`config.mk`:
```
export PLATFORM = sky130hd
export DESIGN_NAME = pfcms_supervisor
export DESIGN_NICKNAME = d
export VERILOG_FILES = /design/src/rtl/pfcms_pkg.sv /design/src/rtl/pfcms_sync.sv /design/src/rtl/pfcms_supervisor.sv
export SDC_FILE = /design/constraint.sdc
export NUM_CORES = 1
export LEC_CHECK = 0
export BUFFER_PORTS_ARGS = -buffer_cell sky130_fd_sc_hd__buf_2
export CAP_MARGIN = 25
export CORE_MARGIN = 3
export CORE_UTILIZATION = 53
export CTS_CLUSTER_DIAMETER = 120
export CTS_CLUSTER_SIZE = 14
export DETAILED_ROUTE_END_ITERATION = 8
export GPL_TIMING_DRIVEN = 0
export HOLD_SLACK_MARGIN = 0.15
export PLACE_DENSITY = 0.91
export SYNTH_ARGS = -nofsm -noshare
export SYNTH_HDL_FRONTEND = slang
export SYNTH_SLANG_ARGS = --single-unit
export TNS_END_PERCENT = 20
```
`constraint.sdc`:
```
create_clock -name clk_sys -period 2.32 [get_ports clk_sys]
set_clock_uncertainty 0.05 [all_clocks]
set_input_delay 0.464 -clock clk_sys [delete_from_list [all_inputs] [get_ports clk_sys]]
set_output_delay 0.464 -clock clk_sys [all_outputs]
set_load 0.01 [all_outputs]
```
`src/rtl/pfcms_pkg.sv`:
```
// Shared constants and types of the PFC mode supervisor
`default_nettype none
package pfcms_pkg;
	// ----------------------------------------------------------------
	// Timing
	// ----------------------------------------------------------------
	localparam int unsigned CLK_FREQ_HZ = 250_000_000;
	localparam int unsigned SWITCH_FREQ_HZ = 22_200;
	localparam int unsigned SWITCH_PERIOD_CYC = CLK_FREQ_HZ / SWITCH_FREQ_HZ;
	localparam int PERIOD_W = 16;
	// ----------------------------------------------------------------
	// Register map
	// ----------------------------------------------------------------
	localparam int ADDR_W = 4;
	localparam int DATA_W = 32;
	localparam logic [3:0] CTRL_OFS = 4'h0;
	localparam logic [3:0] STATUS_OFS = 4'h4;
	localparam logic [3:0] IRQ_STAT_OFS = 4'h8;
	localparam logic [3:0] IRQ_MASK_OFS = 4'hc;
	localparam logic [1:0] RESP_OKAY = 2'h0;
	localparam logic [1:0] RESP_SLVERR = 2'h2;
	localparam int CTRL_EN_BIT = 0;
	localparam logic CTRL_EN_RESET = 1'h1;
	// Interrupt status and mask layout
	localparam int IRQ_W = 5;
	localparam int IRQ_SLEEP = 0;
	localparam int IRQ_STANDBY = 1;
	localparam int IRQ_OVP = 2;
	localparam int IRQ_PEAK = 3;
	localparam int IRQ_NORMAL = 4;
	localparam logic [4:0] IRQ_MASK_RESET = 5'h00;
	// Status layout: mode in [4:0]
	localparam int STAT_OVP_BIT = 5;
	localparam int STAT_LINE_BIT = 6;
	localparam int STAT_SUPPLY_BIT = 7;
	localparam int STAT_GATE_BIT = 8;
	// ----------------------------------------------------------------
	// Comparator synchroniser lanes
	// ----------------------------------------------------------------
	localparam int SYNC_W = 11;
	localparam int S_TURN_ON = 0;
	localparam int S_DROPOUT = 1;
	localparam int S_SLEEP = 2;
	localparam int S_LINE_EN = 3;
	localparam int S_LINE_FLT = 4;
	localparam int S_OPEN_LOOP = 5;
	localparam int S_OVP = 6;
	localparam int S_OVP_REL = 7;
	localparam int S_PEAK = 8;
	localparam int S_COMP = 9;
	localparam int S_PWM_END = 10;
	// ----------------------------------------------------------------
	// Modes
	// ----------------------------------------------------------------
	typedef enum logic [4:0] {
		MODE_SLEEP = 5'h01,
		MODE_SLEEP_DIS = 5'h02,
		MODE_STANDBY = 5'h04,
		MODE_SOFT = 5'h08,
		MODE_NORMAL = 5'h10
	} pfcms_mode_t;
endpackage
`default_nettype wire

```
`src/rtl/pfcms_sync.sv`:
```
// Two-flop level synchroniser, one lane per bit
`default_nettype none
module pfcms_sync #(
	parameter int WIDTH = 1
) (
	// Clock and reset
	input wire logic clk_sys,
	input wire logic reset_n,
	input wire logic clkEn,
	// Levels
	input wire logic [WIDTH-1:0] levelIn,
	output logic [WIDTH-1:0] levelOut
);
	genvar i;
	generate
		for (i = 0; i < WIDTH; i++) begin : g_lane
			logic stage1_r;
			logic stage2_r;
			always_ff @(posedge clk_sys or negedge reset_n) begin
				if (!reset_n) begin
					stage1_r <= 1'h0;
					stage2_r <= 1'h0;
				end else if (clkEn) begin
					stage1_r <= levelIn[i];
					stage2_r <= stage1_r;
				end
			end
			assign levelOut[i] = stage2_r;
		end
	endgenerate
endmodule
`default_nettype wire

```
`src/rtl/pfcms_supervisor.sv`:
```
// PFC mode supervisor: mode sequencing, gate control, register slave
//
// Design decisions made here: the AXI4-Lite register port and the address map.
`default_nettype none
module pfcms_supervisor
	import pfcms_pkg::*;
#(
	parameter int unsigned SWITCH_PERIOD = SWITCH_PERIOD_CYC
) (
	// Clock, reset, enable
	input wire logic clk_sys,
	input wire logic reset_n,
	input wire logic clkEn,
	// Comparator levels
	input wire logic supplyAboveTurnOn,
	input wire logic supplyAboveDropout,
	input wire logic sleepRequest,
	input wire logic lineAboveEnable,
	input wire logic lineAboveFault,
	input wire logic openLoopFault,
	input wire logic outputOvervoltageFault,
	input wire logic overvoltageAboveRelease,
	input wire logic peakCurrentFault,
	input wire logic compAboveStart,
	input wire logic pwmEnd,
	// Power stage controls and interrupt
	output logic gateOut,
	output logic compDischarge,
	output logic biasEnable,
	output logic irq,
	// AXI4-Lite write
	input wire logic [ADDR_W-1:0] s_axi_awaddr,
	input wire logic s_axi_awvalid,
	output logic s_axi_awready,
	input wire logic [DATA_W-1:0] s_axi_wdata,
	input wire logic [3:0] s_axi_wstrb,
	input wire logic s_axi_wvalid,
	output logic s_axi_wready,
	output logic [1:0] s_axi_bresp,
	output logic s_axi_bvalid,
	input wire logic s_axi_bready,
	// AXI4-Lite read
	input wire logic [ADDR_W-1:0] s_axi_araddr,
	input wire logic s_axi_arvalid,
	output logic s_axi_arready,
	output logic [DATA_W-1:0] s_axi_rdata,
	output logic [1:0] s_axi_rresp,
	output logic s_axi_rvalid,
	input wire logic s_axi_rready
);
	localparam logic [PERIOD_W-1:0] PER_LAST = PERIOD_W'(SWITCH_PERIOD - 1);
	localparam logic [PERIOD_W-1:0] PER_CUT = PERIOD_W'(SWITCH_PERIOD - 2);

	// ----------------------------------------------------------------
	// Comparator synchronisers
	// ----------------------------------------------------------------
	logic [SYNC_W-1:0] rawLevels;
	logic [SYNC_W-1:0] lvl;
	assign rawLevels = {pwmEnd, compAboveStart, peakCurrentFault,
		overvoltageAboveRelease, outputOvervoltageFault, openLoopFault,
		lineAboveFault, lineAboveEnable, sleepRequest,
		supplyAboveDropout, supplyAboveTurnOn};
	pfcms_sync #(.WIDTH(SYNC_W)) u_sync (
		.clk_sys(clk_sys),
		.reset_n(reset_n),
		.clkEn(clkEn),
		.levelIn(rawLevels),
		.levelOut(lvl)
	);

	// ----------------------------------------------------------------
	// Mode state machine
	// ----------------------------------------------------------------
	pfcms_mode_t mode_r, mode_nxt;
	logic supplyOk_r, supplyOk_nxt;
	logic lineOk_r, lineOk_nxt;
	logic ctrlEn_r;
	logic standbyCond;
	always_comb begin
		supplyOk_nxt = supplyOk_r;
		if (lvl[S_TURN_ON])
			supplyOk_nxt = 1'h1;
		else if (!lvl[S_DROPOUT])
			supplyOk_nxt = 1'h0;
		lineOk_nxt = lineOk_r;
		if (lvl[S_LINE_EN])
			lineOk_nxt = 1'h1;
		else if (!lvl[S_LINE_FLT])
			lineOk_nxt = 1'h0;
		standbyCond = !lineOk_r || lvl[S_OPEN_LOOP] || !ctrlEn_r;
		mode_nxt = mode_r;
		if (!supplyOk_r) begin
			mode_nxt = MODE_SLEEP;
		end else if (lvl[S_SLEEP]) begin
			if (mode_r == MODE_SLEEP)
				mode_nxt = MODE_SLEEP;
			else if (lvl[S_COMP])
				mode_nxt = MODE_SLEEP_DIS;
			else
				mode_nxt = MODE_SLEEP;
		end else if (standbyCond) begin
			mode_nxt = MODE_STANDBY;
		end else begin
			unique case (mode_r)
				MODE_SLEEP, MODE_SLEEP_DIS: mode_nxt = MODE_STANDBY;
				MODE_STANDBY: begin
					if (!lvl[S_COMP])
						mode_nxt = MODE_SOFT;
				end
				MODE_SOFT: begin
					if (lvl[S_COMP])
						mode_nxt = MODE_NORMAL;
				end
				MODE_NORMAL: mode_nxt = MODE_NORMAL;
				default: mode_nxt = MODE_SLEEP;
			endcase
		end
	end
	always_ff @(posedge clk_sys or negedge reset_n) begin
		if (!reset_n) begin
			mode_r <= MODE_SLEEP;
			supplyOk_r <= 1'h0;
			lineOk_r <= 1'h0;
		end else if (clkEn) begin
			mode_r <= mode_nxt;
			supplyOk_r <= supplyOk_nxt;
			lineOk_r <= lineOk_nxt;
		end
	end
	// Discharge in stand-by and both sleep states while above start
	assign compDischarge = (mode_r != MODE_SOFT) && (mode_r != MODE_NORMAL)
		&& lvl[S_COMP];
	assign biasEnable = (mode_r != MODE_SLEEP);

	// ----------------------------------------------------------------
	// Oscillator and gate
	// ----------------------------------------------------------------
	logic [PERIOD_W-1:0] periodCnt_r, periodCnt_nxt;
	logic gate_r, gate_nxt;
	logic ovpLatch_r, ovpLatch_nxt;
	logic switchOn;
	always_comb begin
		periodCnt_nxt = (periodCnt_r == PER_LAST) ? '0 :
			periodCnt_r + PERIOD_W'(1);
		ovpLatch_nxt = ovpLatch_r;
		if (lvl[S_OVP])
			ovpLatch_nxt = 1'h1;
		else if (!lvl[S_OVP_REL])
			ovpLatch_nxt = 1'h0;
		switchOn = ((mode_nxt == MODE_SOFT) || (mode_nxt == MODE_NORMAL))
			&& lvl[S_COMP] && !ovpLatch_r;
		if (!switchOn)
			gate_nxt = 1'h0;
		else if (periodCnt_r == PER_LAST)
			gate_nxt = 1'h1;
		else if (periodCnt_r == PER_CUT || lvl[S_PWM_END])
			gate_nxt = 1'h0;
		else
			gate_nxt = gate_r;
	end
	always_ff @(posedge clk_sys or negedge reset_n) begin
		if (!reset_n) begin
			periodCnt_r <= '0;
			gate_r <= 1'h0;
			ovpLatch_r <= 1'h0;
		end else if (clkEn) begin
			periodCnt_r <= periodCnt_nxt;
			gate_r <= gate_nxt;
			ovpLatch_r <= ovpLatch_nxt;
		end
	end
	// Fault paths bypass the synchronisers
	assign gateOut = gate_r && compAboveStart && !peakCurrentFault
		&& !outputOvervoltageFault && !ovpLatch_r;

	// ----------------------------------------------------------------
	// Interrupts
	// ----------------------------------------------------------------
	logic [IRQ_W-1:0] irqStat_r, irqStat_nxt;
	logic [IRQ_W-1:0] irqMask_r, irqMask_nxt;
	logic [IRQ_W-1:0] irqEvent;
	logic [IRQ_W-1:0] irqClr;
	logic peakSeen_r;
	logic wrFire;
	logic [ADDR_W-1:0] wrAddr_r;
	logic [DATA_W-1:0] wrData_r;
	logic [3:0] wrStrb_r;
	logic ctrlEn_nxt;
	always_comb begin
		irqEvent = '0;
		irqEvent[IRQ_SLEEP] = mode_nxt == MODE_SLEEP && mode_r != MODE_SLEEP;
		irqEvent[IRQ_STANDBY] = mode_nxt == MODE_STANDBY
			&& mode_r != MODE_STANDBY;
		irqEvent[IRQ_OVP] = ovpLatch_nxt && !ovpLatch_r;
		irqEvent[IRQ_PEAK] = lvl[S_PEAK] && !peakSeen_r;
		irqEvent[IRQ_NORMAL] = mode_nxt == MODE_NORMAL
			&& mode_r != MODE_NORMAL;
		irqClr = '0;
		if (wrFire && wrAddr_r == IRQ_STAT_OFS && wrStrb_r[0])
			irqClr = wrData_r[IRQ_W-1:0];
		irqStat_nxt = (irqStat_r & ~irqClr) | irqEvent;
		irqMask_nxt = irqMask_r;
		if (wrFire && wrAddr_r == IRQ_MASK_OFS && wrStrb_r[0])
			irqMask_nxt = wrData_r[IRQ_W-1:0];
		ctrlEn_nxt = ctrlEn_r;
		if (wrFire && wrAddr_r == CTRL_OFS && wrStrb_r[0])
			ctrlEn_nxt = wrData_r[CTRL_EN_BIT];
	end
	always_ff @(posedge clk_sys or negedge reset_n) begin
		if (!reset_n) begin
			irqStat_r <= '0;
			irqMask_r <= IRQ_MASK_RESET;
			peakSeen_r <= 1'h0;
			ctrlEn_r <= CTRL_EN_RESET;
		end else if (clkEn) begin
			irqStat_r <= irqStat_nxt;
			irqMask_r <= irqMask_nxt;
			peakSeen_r <= lvl[S_PEAK];
			ctrlEn_r <= ctrlEn_nxt;
		end
	end
	assign irq = |(irqStat_r & irqMask_r);

	// ----------------------------------------------------------------
	// AXI4-Lite slave
	// ----------------------------------------------------------------
	logic awHave_r, awHave_nxt;
	logic wHave_r, wHave_nxt;
	logic bvalid_r, bvalid_nxt;
	logic [1:0] bresp_r, bresp_nxt;
	logic [ADDR_W-1:0] wrAddr_nxt;
	logic [DATA_W-1:0] wrData_nxt;
	logic [3:0] wrStrb_nxt;
	logic rvalid_r, rvalid_nxt;
	logic [1:0] rresp_r, rresp_nxt;
	logic [DATA_W-1:0] rdata_r, rdata_nxt;
	logic [DATA_W-1:0] statusWord;
	assign s_axi_awready = !awHave_r && !bvalid_r;
	assign s_axi_wready = !wHave_r && !bvalid_r;
	assign s_axi_arready = !rvalid_r;
	assign wrFire = awHave_r && wHave_r && !bvalid_r;
	always_comb begin
		statusWord = '0;
		statusWord[4:0] = mode_r;
		statusWord[STAT_OVP_BIT] = ovpLatch_r;
		statusWord[STAT_LINE_BIT] = lineOk_r;
		statusWord[STAT_SUPPLY_BIT] = supplyOk_r;
		statusWord[STAT_GATE_BIT] = gate_r;
		awHave_nxt = awHave_r;
		wHave_nxt = wHave_r;
		wrAddr_nxt = wrAddr_r;
		wrData_nxt = wrData_r;
		wrStrb_nxt = wrStrb_r;
		bvalid_nxt = bvalid_r;
		bresp_nxt = bresp_r;
		if (s_axi_awvalid && s_axi_awready) begin
			awHave_nxt = 1'h1;
			wrAddr_nxt = s_axi_awaddr;
		end
		if (s_axi_wvalid && s_axi_wready) begin
			wHave_nxt = 1'h1;
			wrData_nxt = s_axi_wdata;
			wrStrb_nxt = s_axi_wstrb;
		end
		if (wrFire) begin
			awHave_nxt = 1'h0;
			wHave_nxt = 1'h0;
			bvalid_nxt = 1'h1;
			bresp_nxt = (wrAddr_r == CTRL_OFS || wrAddr_r == STATUS_OFS
				|| wrAddr_r == IRQ_STAT_OFS || wrAddr_r == IRQ_MASK_OFS)
				? RESP_OKAY : RESP_SLVERR;
		end else if (bvalid_r && s_axi_bready) begin
			bvalid_nxt = 1'h0;
		end
		rvalid_nxt = rvalid_r;
		rresp_nxt = rresp_r;
		rdata_nxt = rdata_r;
		if (s_axi_arvalid && s_axi_arready) begin
			rvalid_nxt = 1'h1;
			rresp_nxt = RESP_OKAY;
			unique case (s_axi_araddr)
				CTRL_OFS: rdata_nxt = {{(DATA_W-1){1'h0}}, ctrlEn_r};
				STATUS_OFS: rdata_nxt = statusWord;
				IRQ_STAT_OFS: rdata_nxt = {{(DATA_W-IRQ_W){1'h0}}, irqStat_r};
				IRQ_MASK_OFS: rdata_nxt = {{(DATA_W-IRQ_W){1'h0}}, irqMask_r};
				default: begin
					rdata_nxt = '0;
					rresp_nxt = RESP_SLVERR;
				end
			endcase
		end else if (rvalid_r && s_axi_rready) begin
			rvalid_nxt = 1'h0;
		end
	end
	always_ff @(posedge clk_sys or negedge reset_n) begin
		if (!reset_n) begin
			awHave_r <= 1'h0;
			wHave_r <= 1'h0;
			wrAddr_r <= '0;
			wrData_r <= '0;
			wrStrb_r <= '0;
			bvalid_r <= 1'h0;
			bresp_r <= RESP_OKAY;
			rvalid_r <= 1'h0;
			rresp_r <= RESP_OKAY;
			rdata_r <= '0;
		end else if (clkEn) begin
			awHave_r <= awHave_nxt;
			wHave_r <= wHave_nxt;
			wrAddr_r <= wrAddr_nxt;
			wrData_r <= wrData_nxt;
			wrStrb_r <= wrStrb_nxt;
			bvalid_r <= bvalid_nxt;
			bresp_r <= bresp_nxt;
			rvalid_r <= rvalid_nxt;
			rresp_r <= rresp_nxt;
			rdata_r <= rdata_nxt;
		end
	end
	assign s_axi_bvalid = bvalid_r;
	assign s_axi_bresp = bresp_r;
	assign s_axi_rvalid = rvalid_r;
	assign s_axi_rresp = rresp_r;
	assign s_axi_rdata = rdata_r;
endmodule
`default_nettype wire

```
==> metrics.json <==
{
  "run_status": {
    "status": "complete, no violations"
  },
  "placement": {
    "gp_congestion": 0.885,
    "placement.io_buffers": 52,
    "final_hpwl_from_detailed_placement_um": 6060,
    "numPlacedInstances": 542
  },
  "global_route": {
    "grt_first_pass_wirelength_um": 13700,
    "grt_antenna_before_repair": 0,
    "globalRouteOverflowTotal": 0,
    "grt_pass1_vias": 2871,
    "grt_util_all_layers_pct": 20.0,
    "grt_max_degree": 71
  },
  "power": {
    "p_leak_nw": 2.21,
    "power_density_nw_per_um2": 889,
    "peak_ir_drop_on_the_vdd_network_v": 0.000605
  },
  "logic_synthesis": {
    "synth_simple_gate_area_share_pct": 15.3,
    "yosysWarningCount": 0,
    "number_of_synthesized_flops_with_an_enable_pin": 0,
    "syn_area_um2": 4020,
    "synthFlopType": "sky130_fd_sc_hd__dfrtp_1",
    "yosys-mux-area-fraction_pct": 11.8,
    "synth_top_family_by_area": "simple AND/OR/NAND/NOR gates",
    "synth_compound_area_share_pct": 8.53,
    "synth_adder_area_share_pct": 0.623,
    "synth_cells": 366,
    "asyncSetResetFlopFracSynth_pct": 100,
    "synth_sequential_area_ratio_pct": 52.4,
    "xor_xnor_portion_of_the_synthesized_cell_area_pct": 3.70,
    "synth_cell_type_count": 51,
    "postSynthAreaPerCell_um2": 11.0,
    "ys_ff_latch": 84
  },
  "worst_setup_path": {
    "start_kind": "flop",
    "critical_path.reg2reg.startpoint": "periodCnt_r[12]",
    "worstPathRequired_ns": 2.52,
    "timing.reg2reg.setup_slack_ns": 0.10,
    "slowest_stage_cell_on_the_critical_path": "sky130_fd_sc_hd__or4b_2",
    "worst-setup-path-type": "flop to flop",
    "critPathMaxStageDelay_ns": 0.68,
    "reg2reg_depth": 5,
    "worstPathArrival_ns": 2.42,
    "timing.rr.end": "periodCnt_r[2]",
    "crit_path_max_fanout": 10,
    "worst_setup_path_end_kind": "flop",
    "cell_by_cell_trace_of_the_critical_path": "or4b_2 -> nor4_2 -> and3_1 -> buf_2 -> nor2_1"
  },
  "final_layout": {
    "areaGrowthSynthToFinish_pct": 18.6,
    "antenna-diode-count": 0,
    "final_net_count": 518,
    "layout.core_utilization_pct": 65.4,
    "layout.filler_cells": 576,
    "register_area_um2": 2100,
    "multiInputGateArea_um2": 1710,
    "mostFrequentLayoutCells": "sky130_fd_sc_hd__dfrtp_1, sky130_fd_sc_hd__buf_2, sky130_fd_sc_hd__nand2_1, sky130_fd_sc_hd__mux2_2, sky130_fd_sc_hd__buf_4",
    "mostFrequentLayoutCell": "sky130_fd_sc_hd__dfrtp_1",
    "final_cells": 557,
    "layout-drive-gt1-share_pct": 31.9
  },
  "clock_network": {
    "path_clk_slew_ns": 0.08,
    "clock_sinks": 84,
    "cts.repair_timing.setup_buffer_count": 0,
    "clock_path_buffers": 2,
    "htreeDepth": 3,
    "tritoncts.num_buffers": 9,
    "cts_tree": "yes",
    "clkLatencyLatePin_ns": 0.36,
    "clock-root-buffer": "sky130_fd_sc_hd__clkbuf_8"
  },
  "sta": {
    "max_slew.worst_pin.slew_ns": 0.897,
    "setup_violations_final": 0,
    "timing.final.max_slew_violations": 0,
    "post-route-period-util_pct": 95.7,
    "fmax_ghz": 0.451,
    "grt_setup_unrepaired": "false",
    "final_period_minus_worst_setup_slack_ns": 2.22,
    "finalHoldViolations": 0,
    "worst_slew_margin_rel_pct": 39.4
  },
  "floorplan": {
    "chipHeight_um": 93.1,
    "die_w_um": 93.1,
    "coreArea_um2": 7290,
    "floorplan_die_area_um2": 8660,
    "start_util_pct": 55.1,
    "std_cell_rows": 31,
    "num_io_pins": 108
  },
  "route": {
    "postRouteAntennaNets": 0,
    "drt_first_pass_iters": 4,
    "drtIter0Drc": 284,
    "post_drt_via_cell_ratio": 5.39,
    "drc": 0,
    "detail_route.wirelength_um": 8290,
    "routedWlPerCell_um": 14.9,
    "detailroute.via_count": 3002
  },
  "hold_path": {
    "worstHoldPathType": "input pin to flop",
    "worstHoldStart": "s_axi_wdata[0]",
    "min_to": "wrData_r[0]",
    "hold_path_depth": 3
  },
  "job": {
    "drv_cap": 0
  }
}
-- critical path: cells and delay by family, from the launching register on --
kind / cells / cell delay, ns
and+or+nand+nor: 4 / 1.44
DFF: 1 / 0.38
buffers and inverters: 1 / 0.24
-- stage by stage --
step / setup WS, ns / TNS, ns / power [W] / hold slack (ns) / instance area [um2]
global route: 0.00343 / 0 / 0.00446 / 0.271 / 4770
floorplan: 0.211 / 0 / 0.00272 / 0.118 / 4110
CTS: 0.0459 / 0 / 0.00424 / 0.252 / 4760
global placement: 0.0595 / 0 / 0.00300 / 0.403 / 4490
finish: 0.101 / 0 / 0.00424 / 0.266 / 4770
detailed placement: -0.0631 / -0.209 / 0.00309 / 0.289 / 4520
-- repair_timing --
action / 4_1_cts / 5_1_grt
setup endpoints to repair: 0 / 13
hold buffers: 1 / 0
hold endpoints to repair: 14 / 0
gates resized for setup: 0 / 3
-- area by class of cell --
type                            instances  area share (%)
Buffer                                 36            5.01
Clock buffer                            9            2.60
Clock inverter                          7            2.10
Inverter                               16            1.26
Multi-Input combinational cell        252            36.0
Sequential cell                        84            44.2
Tap cell                               99            2.60
Timing Repair Buffer                   54            6.30
-- flip-flops by register name (all words and copies together) (netlist names), 4 cells and up --
| register | count |
|---|---|
| wrData_r | 5 |
| u_sync.g_lane.stage2_r | 11 |
| irqMask_r | 5 |
| periodCnt_r | 16 |
| irqStat_r | 5 |
| u_sync.g_lane.stage1_r | 11 |
| wrAddr_r | 4 |
| mode_r | 5 |
| s_axi_rdata | 9 |
-- cells by family after synthesis --
group | after synthesis
mux | 41
fa+ha+maj | 2
xor+xnor | 17
flops | 84
compound gates | 50
other cells | 1
buf+inv | 54
simple gates | 117
-- layer usage --
layer | share of wire (%) | up-vias | GRT usage, %
met5 | 0 | - | 0
met4 | 2.4 | 0 | 7.94
met3 | 7.1 | 16 | 4.42
met2 | 48 | 132 | 32.2
met1 | 43 | 1438 | 26.5
li1 | - | 1416 | -
-- cells in the mapped netlist (3+ instances only) --
cell | instances | share of area (%)
sky130_fd_sc_hd__buf_4 | 25 | 4.7
sky130_fd_sc_hd__o21a_1 | 3 | 0.56
sky130_fd_sc_hd__a21oi_1 | 5 | 0.62
sky130_fd_sc_hd__nor2_1 | 21 | 2.0
sky130_fd_sc_hd__nand3_1 | 6 | 0.75
sky130_fd_sc_hd__nor4_1 | 8 | 1.2
sky130_fd_sc_hd__clkbuf_1 | 7 | 0.65
sky130_fd_sc_hd__dfrtp_1 | 82 | 51
sky130_fd_sc_hd__inv_1 | 16 | 1.5
sky130_fd_sc_hd__nand4_1 | 4 | 0.62
sky130_fd_sc_hd__xor2_1 | 5 | 1.1
sky130_fd_sc_hd__buf_1 | 3 | 0.28
sky130_fd_sc_hd__mux2_2 | 38 | 11
sky130_fd_sc_hd__a22oi_1 | 5 | 0.93
sky130_fd_sc_hd__nor3_1 | 10 | 1.2
sky130_fd_sc_hd__a32o_1 | 3 | 0.75
sky130_fd_sc_hd__o21ai_0 | 19 | 2.4
sky130_fd_sc_hd__a22o_1 | 6 | 1.3
sky130_fd_sc_hd__xnor2_1 | 12 | 2.6
sky130_fd_sc_hd__nor4b_1 | 3 | 0.65
sky130_fd_sc_hd__nand2_1 | 41 | 3.8
sky130_fd_sc_hd__nand2b_1 | 3 | 0.47
-- where the power goes --
group	switching [W]	total (W)	internal [W]
clock	0.000547	0.00116	0.000611
sequential	0.000309	0.00209	0.00178
combinational	0.000493	0.000991	0.000497
-- worst max path at each step --
stage / start / endpoint / slack (ns) / cells after the start
after floorplan: mode_r[1] / gate_r / 0.21 / 5
after global placement: clkEn / wrData_r[3] / 0.06 / 5
after detailed placement: clkEn / wrData_r[2] / -0.06 / 5
after CTS: mode_r[3] / compDischarge / 0.05 / 5
after global routing: periodCnt_r[12] / periodCnt_r[2] / 0.003 / 5
final: periodCnt_r[12] / periodCnt_r[2] / 0.10 / 5
No activity file was read; power rests on OpenSTA's default activity.
